File: src/logic/rbm_regs.svh
// constants of the reset boot mode selector
`ifndef RBM_REGS_SVH
`define RBM_REGS_SVH
`define RBM_PC_START     16'h0000
`define RBM_SETTLE_CYC   8
`define RBM_SETTLE_MIN   5
`define RBM_SETTLE_MAX   256
`define RBM_REG_ON_RST   1'b1
`define RBM_BYPASS_OFF   1'b0
`endif

File: src/logic/rbm_pkg.sv
// types of the reset boot mode selector
package rbm_pkg;
   typedef enum logic [1:0] {
      RBM_USER      = 2'b00,
      RBM_BOOTSTRAP = 2'b01,
      RBM_DEBUG     = 2'b10,
      RBM_USER_JTAG = 2'b11
   } rbm_mode_t;

   typedef enum logic {
      RBM_ST_SETTLE = 1'b0,
      RBM_ST_RUN    = 1'b1
   } rbm_fsm_t;

   typedef logic [7:0] rbm_cnt_t;

   typedef struct packed {
      logic boot_control;
      logic test_select;
      logic port0_bit0;
   } rbm_pins_t;

   typedef struct packed {
      rbm_fsm_t  fsm;
      rbm_cnt_t  cnt;
      rbm_pins_t s1;
      rbm_pins_t s2;
      rbm_pins_t s3;
      rbm_pins_t stable;
      rbm_mode_t mode;
      logic      valid;
      logic      refused;
      logic      invalid;
      logic      jtag;
      logic      debug;
      logic      reg_on;
      logic      bypass;
      logic [15:0] pc;
   } rbm_state_t;
endpackage

File: src/logic/rbm_boot_select.sv
// reset boot mode selector: strap sampling, mode decode, regulator
`timescale 1ns/1ps
`include "rbm_regs.svh"

module rbm_boot_select #(
   parameter int SETTLE_CYCLES = `RBM_SETTLE_CYC
) (
   input  wire logic            clk_in,
   input  wire logic            resetn_in,
   input  wire logic            boot_control_pin_in,
   input  wire logic            test_select_pin_in,
   input  wire logic            port0_bit0_pin_in,
   input  wire logic            por_req_in,
   input  wire logic            hw_reset_req_in,
   input  wire logic            wakeup_req_in,
   input  wire logic            regulator_off_req_in,
   input  wire logic            flash_protected_in,
   output rbm_pkg::rbm_mode_t   mode_out,
   output logic                 mode_valid_out,
   output logic [15:0]          pc_start_out,
   output logic                 osc_pll_bypass_out,
   output logic                 jtag_enable_out,
   output logic                 debug_enable_out,
   output logic                 debug_refused_out,
   output logic                 boot_invalid_out,
   output logic                 regulator_on_out
);
   localparam rbm_pkg::rbm_cnt_t CNT_LOAD =
      rbm_pkg::rbm_cnt_t'(SETTLE_CYCLES - 1);

   localparam rbm_pkg::rbm_state_t RST = '{
      fsm:     rbm_pkg::RBM_ST_SETTLE,
      cnt:     CNT_LOAD,
      s1:      3'h0,
      s2:      3'h0,
      s3:      3'h0,
      stable:  3'h0,
      mode:    rbm_pkg::RBM_USER,
      valid:   1'b0,
      refused: 1'b0,
      invalid: 1'b0,
      jtag:    1'b0,
      debug:   1'b0,
      reg_on:  `RBM_REG_ON_RST,
      bypass:  `RBM_BYPASS_OFF,
      pc:      `RBM_PC_START
   };

   if (SETTLE_CYCLES < `RBM_SETTLE_MIN ||
       SETTLE_CYCLES > `RBM_SETTLE_MAX) begin : g_chk
      $error("SETTLE_CYCLES out of range");
   end

   rbm_pkg::rbm_state_t q;
   rbm_pkg::rbm_state_t next_q;
   rbm_pkg::rbm_pins_t  pins;
   logic [2:0]          next_stable;
   logic                restart;
   logic                capture;

   assign pins = '{boot_control: boot_control_pin_in,
                   test_select:  test_select_pin_in,
                   port0_bit0:   port0_bit0_pin_in};
   assign restart = por_req_in | hw_reset_req_in;
   assign capture = (q.fsm == rbm_pkg::RBM_ST_SETTLE) &&
                    (q.cnt == 8'h00) && !restart;

   // strap level counts once second and third stages agree
   for (genvar i = 0; i < 3; i++) begin : g_sync
      assign next_stable[i] = (q.s2[i] == q.s3[i]) ? q.s3[i]
                                                   : q.stable[i];
   end

   always_comb begin
      next_q        = q;
      next_q.s1     = pins;
      next_q.s2     = q.s1;
      next_q.s3     = q.s2;
      next_q.stable = next_stable;
      // regulator: wake-up wins over an off request
      if (wakeup_req_in) begin
         next_q.reg_on = 1'b1;
      end else if (regulator_off_req_in) begin
         next_q.reg_on = 1'b0;
      end
      case (q.fsm)
         rbm_pkg::RBM_ST_SETTLE: begin
            if (restart) begin
               next_q.cnt = CNT_LOAD;
            end else if (q.cnt != 8'h00) begin
               next_q.cnt = q.cnt - 8'h01;
            end else begin
               // one capture per reset, held afterwards
               next_q.fsm     = rbm_pkg::RBM_ST_RUN;
               next_q.valid   = 1'b1;
               next_q.pc      = `RBM_PC_START;
               next_q.bypass  = `RBM_BYPASS_OFF;
               next_q.refused = 1'b0;
               next_q.invalid = 1'b0;
               next_q.jtag    = 1'b0;
               next_q.debug   = 1'b0;
               if (!q.stable.test_select) begin
                  if (q.stable.boot_control) begin
                     next_q.mode = rbm_pkg::RBM_USER;
                  end else begin
                     next_q.mode = rbm_pkg::RBM_BOOTSTRAP;
                  end
               end else if (q.stable.port0_bit0) begin
                  next_q.mode    = rbm_pkg::RBM_USER;
                  next_q.invalid = 1'b1;
               end else if (q.stable.boot_control) begin
                  next_q.mode = rbm_pkg::RBM_USER_JTAG;
                  next_q.jtag = 1'b1;
               end else if (flash_protected_in) begin
                  next_q.mode    = rbm_pkg::RBM_USER;
                  next_q.refused = 1'b1;
               end else begin
                  next_q.mode  = rbm_pkg::RBM_DEBUG;
                  next_q.jtag  = 1'b1;
                  next_q.debug = 1'b1;
               end
            end
         end
         rbm_pkg::RBM_ST_RUN: begin
            if (restart) begin
               // new power-on or hardware reset resamples straps
               next_q.fsm   = rbm_pkg::RBM_ST_SETTLE;
               next_q.cnt   = CNT_LOAD;
               next_q.valid = 1'b0;
            end
         end
         default: begin
            next_q = RST;
         end
      endcase
   end

   always_ff @(posedge clk_in or negedge resetn_in) begin
      if (!resetn_in) begin
         q <= RST;
      end else begin
         q <= next_q;
      end
   end

   assign mode_out           = q.mode;
   assign mode_valid_out     = q.valid;
   assign pc_start_out       = q.pc;
   assign osc_pll_bypass_out = q.bypass;
   assign jtag_enable_out    = q.jtag;
   assign debug_enable_out   = q.debug;
   assign debug_refused_out  = q.refused;
   assign boot_invalid_out   = q.invalid;
   assign regulator_on_out   = q.reg_on;
endmodule

File: config.mk
export PLATFORM = sky130hd
export DESIGN_NAME = rbm_boot_select
export DESIGN_NICKNAME = d
export VERILOG_FILES = /design/src/logic/rbm_pkg.sv /design/src/logic/rbm_boot_select.sv
export VERILOG_INCLUDE_DIRS = /design/src /design/src/logic
export SDC_FILE = /design/constraint.sdc
export NUM_CORES = 1
export LEC_CHECK = 0
export BUFFER_PORTS_ARGS = -buffer_cell sky130_fd_sc_hd__buf_2
export CAP_MARGIN = 20
export CORE_MARGIN = 5
export CORE_UTILIZATION = 35
export DETAILED_ROUTE_END_ITERATION = 8
export PLACE_DENSITY = 0.61
export REMOVE_ABC_BUFFERS = 1
export SETUP_SLACK_MARGIN = 0.02
export SKIP_LAST_GASP = 1
export SYNTH_ARGS = -nofsm -noshare
export SYNTH_HDL_FRONTEND = slang
export SYNTH_SLANG_ARGS = --single-unit
File: constraint.sdc
create_clock -name clk_in -period 5.2 [get_ports clk_in]
set_input_delay 0 -clock clk_in [delete_from_list [all_inputs] [get_ports clk_in]]
set_output_delay 0 -clock clk_in [all_outputs]
set_load 0.005 [all_outputs]
== Word-level counts from Yosys, hierarchy flattened ==
Index checks and enable logic that the tools add are counted.

* $add $sub $neg: 1
* Multipliers: 0
* Divide/modulo/power cells: 0
* $lt $le $gt $ge: 0
* Eq/ne operators: 7
* Shifts and indexed selects: 0
* Multiplexer cells: 26
* Bitwise logic cells: 4
* Reduce and logical (&&, ||, !) cells: 5

{| class="wikitable"
|+ Operators by type and width
! cell !! count
|-
| 9-bit case mux with 2 select lines || 1
|-
| 8-bit 2-to-1 mux || 2
|-
| 1-bit 2-to-1 mux || 12
|-
| 2-bit 2-to-1 mux || 6
|-
| 5-bit 2-to-1 mux || 2
|-
| 9-bit 2-to-1 mux || 1
|-
| 8-bit nonzero test || 1
|-
| 8-bit by 1-bit subtractor with 8-bit output, second input constant || 1
|-
| 3-bit AND reduction || 2
|-
| 4-bit 2-to-1 mux || 1
|-
| 2-bit inequality test, second input constant || 2
|-
| 1-bit equality test || 3
|-
| 3-bit by 2-bit inequality test with 1-bit output, second input constant || 1
|-
| 1-bit NOT || 3
|-
| 2-bit by 1-bit inequality test with 1-bit output, second input constant || 1
|-
| 1-bit case mux with 2 select lines || 1
|-
| 2-bit AND reduction || 1
|-
| 2-bit nonzero test || 1
|-
| 1-bit bitwise OR || 1
|}

* Flip-flop bits (word level): 29
* Bits in latches: 0
* Bits in writable memories: 0
* Memory bits (read-only): 0
* Input bits: 10
* Output and inout port bits: 25
* Logic and storage cells: 64
* Memories: 0

== Depth between registers and ports, before layout ==
* Depth in word-level cells: 7
* Mapped depth: 5
* Mapped depth without buffers: 5

== Worst setup path before layout ==
Ideal clock, no wire load.

* Path type: reg2reg
* Start point: register q[37] (netlist name)
* End point: register q (netlist bit debug_enable_out)
* Data arrival time: 1669 ps
* Data required time: 5075 ps
* Setup slack: 3406 ps
* Stages on the path, launching flop included: 6
* Path buffers: 0
* Clock period less this slack: 1794 ps
* Cells stage by stage: dfstp_2 -> inv_1 -> ha_1 -> nor3b_1 -> nand4_1 -> mux2_2

* Word-level cells in the longest chain between the ends: 3

{| class="wikitable"
|+ RTL lines
! what !! line !! RTL
|-
| start: declaration || rbm_boot_select.sv:54 || <nowiki>rbm_pkg::rbm_state_t q;</nowiki>
|-
| start signal: assignment || rbm_boot_select.sv:142 || <nowiki>q <= next_q;</nowiki>
|-
| 8-bit nonzero test || rbm_boot_select.sv:90 || <nowiki>end else if (q.cnt != 8'h00) begin</nowiki>
|-
| 1-bit NOT (no line) || n/a ||
|-
| 3-bit AND reduction (no line) || n/a ||
|}

Every way passes these cells.
A chain may end at the register's enable or synchronous reset.

== Worst setup path after layout ==
* Start point: register q[37] (netlist name)
* End point: register q (netlist bit mode_out[0])

The elaborated chain is that of the path after synthesis.

==> run_results.csv <==
group,metric,value,unit
job,max-cap-violations,0,
global_route,gr-total-overflow,0,
run_status,outcome,"finished, final reports clean",
logic_synthesis,synth_enable_flop_cells,0,
global_route,grtUsageMet1,0.110,
routing,vias_per_cell,4.48,
setup_path,data_arrival_at_the_endpoint_of_the_critical_path,2240,ps
die,row_count,22,
final_layout,syn2layout_area_growth,14.8,%
sta,rsz0062_at_grt,"no",
global_route,grt_start_max_net_pins,29,
clocking,cts_buffer_depth,2,
sta,worst_clock_skew,4.77,ps
logic_synthesis,synth-async-reset-ratio,1.00,
pwr,power.ir.vdd_worst,141,uV
die,chipWidth,70.5,um
setup_path,crit_family,"simple AND/OR/NAND/NOR gates",
logic_synthesis,synthesis.area,0.00128,sq mm
clocking,htree_levels,1,
sta,setup_violations,0,
global_route,gr-usage-met2,0.144,
clocking,register_clock_pin_slew_on_the_reported_worst_setup_and_hold_paths,90,ps
setup_path,cells_traversed_along_the_worst_timing_path,"inv_1, ha_1, nor3b_1, nand4_1, mux2_2",
placed_design,dp_cells,172,
sta,fmax,481,MHz
setup_path,critical_path_peak_fanout,7,
routing,route.final.wire_length,2020,um
die,io_pins,35,
placed_design,placed_area,0.00134,sq mm
sta,finalMaxSlewViolations,0,
final_layout,regArea,706,sq um
setup_path,crit_slowest_cell,"sky130_fd_sc_hd__nor3b_1",
pwr,design_power_total,423,uW
final_layout,final_cell_count_no_fill,182,
routing,drtIter0Drc,14,
die,die-area,0.00497,sq mm
global_route,grt_antenna_before_repair,0,
logic_synthesis,yosys_warnings,0,
final_layout,finish.net_count,147,
clocking,ctsResizeCount,0,
setup_path,cp_slowest_stage_delay,540,ps
routing,avgRoutedWirePerCell,11.1,um
placed_design,gpl.final_weighted_congestion,0.758,
die,initial_core_util,0.356,
global_route,grt_pass1_wl,3510,um
setup_path,start_kind,"flop",
logic_synthesis,synth-seq-area-share,0.550,
setup_path,r2r_setup_slack,3120,ps
global_route,first_global_vias,787,
setup_path,crit_path_end_kind,"flop",
setup_path,critical_path_required,5360,ps
setup_path,timing.setup.critical_path_class,"flop to flop",
clocking,cts_hold_repair.buffers,6,
sta,tightest_slew,635,ps
die,dieHeight,70.5,um
logic_synthesis,synthesis.area_per_instance,11.6,sq um
sta,slew_headroom,0.576,
sta,timing.final.crit_share,0.400,
final_layout,antenna-diode-count,0,
clocking,numCtsBuffers,3,
routing,drc,0,
clocking,root_cell_of_the_clock_tree,"sky130_fd_sc_hd__clkbuf_8",
pwr,pwr_density_cell,287,mW/mm^2
logic_synthesis,synthCells,111,
global_route,use_met3,0.0213,
placed_design,detailedPlacementHpwl,1540,um
logic_synthesis,yosys.cell_types.count,29,
final_layout,multiInputGateArea,468,sq um
clocking,tritoncts,"yes",
sta,fin_crit,2080,ps
sta,final_hold_viol_count,0,
clocking,post-cts-setup-buffers,0,
setup_path,timing.critical_path.buf_inv,1,
logic_synthesis,synth-seq-cells,28,
hold_path,min_path_type,"input port to flop",
placed_design,io_buffer_count,17,
global_route,track_usage,0.0876,
routing,detailedRoute.firstPassIterationCount,4,
clocking,numClockSinks,28,
logic_synthesis,synth_flop_cell,"sky130_fd_sc_hd__dfrtp_1",
sta,finalSetupTns,0,ps
routing,routed-via-count,815,
routing,postRouteAntennaNets,0,
final_layout,layout.cell_area.non_filler,0.00147,sq mm
global_route,grt_most_used_layer,"met2",
clocking,clock_latency,270,ps
final_layout,num-fill-cells,343,
die,fp.coreArea,0.00361,sq mm
pwr,static-leakage-power,0.000737,uW
final_layout,drive_gt1_frac,0.254,
## per-stage QoR
stage	util	setup WS [ps]	hold WS, ps
after floorplan	-	3410	-296
after global placement	0.372	3210	51.7
after global routing	0.408	3010	56.4
final	0.408	3120	15.2
after CTS	0.408	3120	10.6
after detailed placement	0.372	3150	49.0
## Yosys cell counts (2+ instances only)
master	count	share of area
sky130_fd_sc_hd__inv_1	6	0.018
sky130_fd_sc_hd__mux2i_1	5	0.039
sky130_fd_sc_hd__dfstp_2	4	0.082
sky130_fd_sc_hd__nor2_1	5	0.015
sky130_fd_sc_hd__or4_1	4	0.023
sky130_fd_sc_hd__nand2b_1	2	0.0098
sky130_fd_sc_hd__or2_2	2	0.0098
sky130_fd_sc_hd__nor3_1	2	0.0078
sky130_fd_sc_hd__or4_4	2	0.018
sky130_fd_sc_hd__mux2_2	4	0.035
sky130_fd_sc_hd__nor3b_1	2	0.012
sky130_fd_sc_hd__dfrtp_1	24	0.47
sky130_fd_sc_hd__ha_1	2	0.020
sky130_fd_sc_hd__nand2_1	4	0.012
sky130_fd_sc_hd__o21ai_0	4	0.016
sky130_fd_sc_hd__buf_4	19	0.11
sky130_fd_sc_hd__a21oi_1	6	0.023
sky130_fd_sc_hd__maj3_1	3	0.023
## layout make-up
class	count	share of cell area
flip-flops and latches	28	0.479
multi-input cells	73	0.318
repair buffers	23	0.0986
well taps	48	0.0408
clock buffers	3	0.0280
clock inverters	1	0.0204
inverters	6	0.0153
## cell families after synthesis
family          count (synthesis)  share of synthesized area
simple gates                   27                      0.126
fa+ha+maj                       5                     0.0429
mux                             9                     0.0741
buf+inv                        26                      0.132
flops                          28                      0.550
compound gates                 15                     0.0722
other cells                     1                    0.00292
## worst reg2reg max path, stage by stage, from the launching register on
cell and delay [ps]:
sky130_fd_sc_hd__dfstp_2 390, sky130_fd_sc_hd__inv_1 90, sky130_fd_sc_hd__ha_1 160, sky130_fd_sc_hd__nor3b_1 540, sky130_fd_sc_hd__nand4_1 410, sky130_fd_sc_hd__mux2_2 390
## where the power goes
part / leakage [uW] / internal [uW] / switching (uW)
clock: 0.0000357 / 103 / 63.5
sequential: 0.000345 / 226 / 4.65
combinational: 0.000356 / 11.3 / 14.5
## layout by cell type, fill, tap and decap left out, types with 5 or more instances in the layout
cell type,n
sky130_fd_sc_hd__mux2i_1,5
sky130_fd_sc_hd__buf_2,17
sky130_fd_sc_hd__dlygate4sd3_1,6
sky130_fd_sc_hd__dfrtp_1,24
sky130_fd_sc_hd__a21oi_1,6
sky130_fd_sc_hd__conb_1,17
sky130_fd_sc_hd__inv_1,6
sky130_fd_sc_hd__nor2_1,5
## state kept, by name, indices dropped and copies added (netlist names)
name               cells
next_q                 6
debug_enable_out       1
mode_out               1
regulator_on_out       1
debug_refused_out      1
boot_invalid_out       1
mode_valid_out         1
jtag_enable_out        1
q                     15
## routing by layer
metal / up-vias / share of wire
met5: - / 0
met4: 0 / 0.0094
met3: 2 / 0.087
met2: 36 / 0.46
met1: 382 / 0.44
li1: 395 / -
## final timing paths
check | from | endpoint | cells past startpoint
min in group asynchronous | resetn_in | q[41] | 2
min reg2reg | next_q[31] | next_q[28] | 0
min | por_req_in | q[41] | 3
max reg2reg | q[37] | mode_out[0] | 5
max | q[37] | mode_out[0] | 5
max in group asynchronous | resetn_in | q[43] | 2
Power figures use the tool's default switching activity.
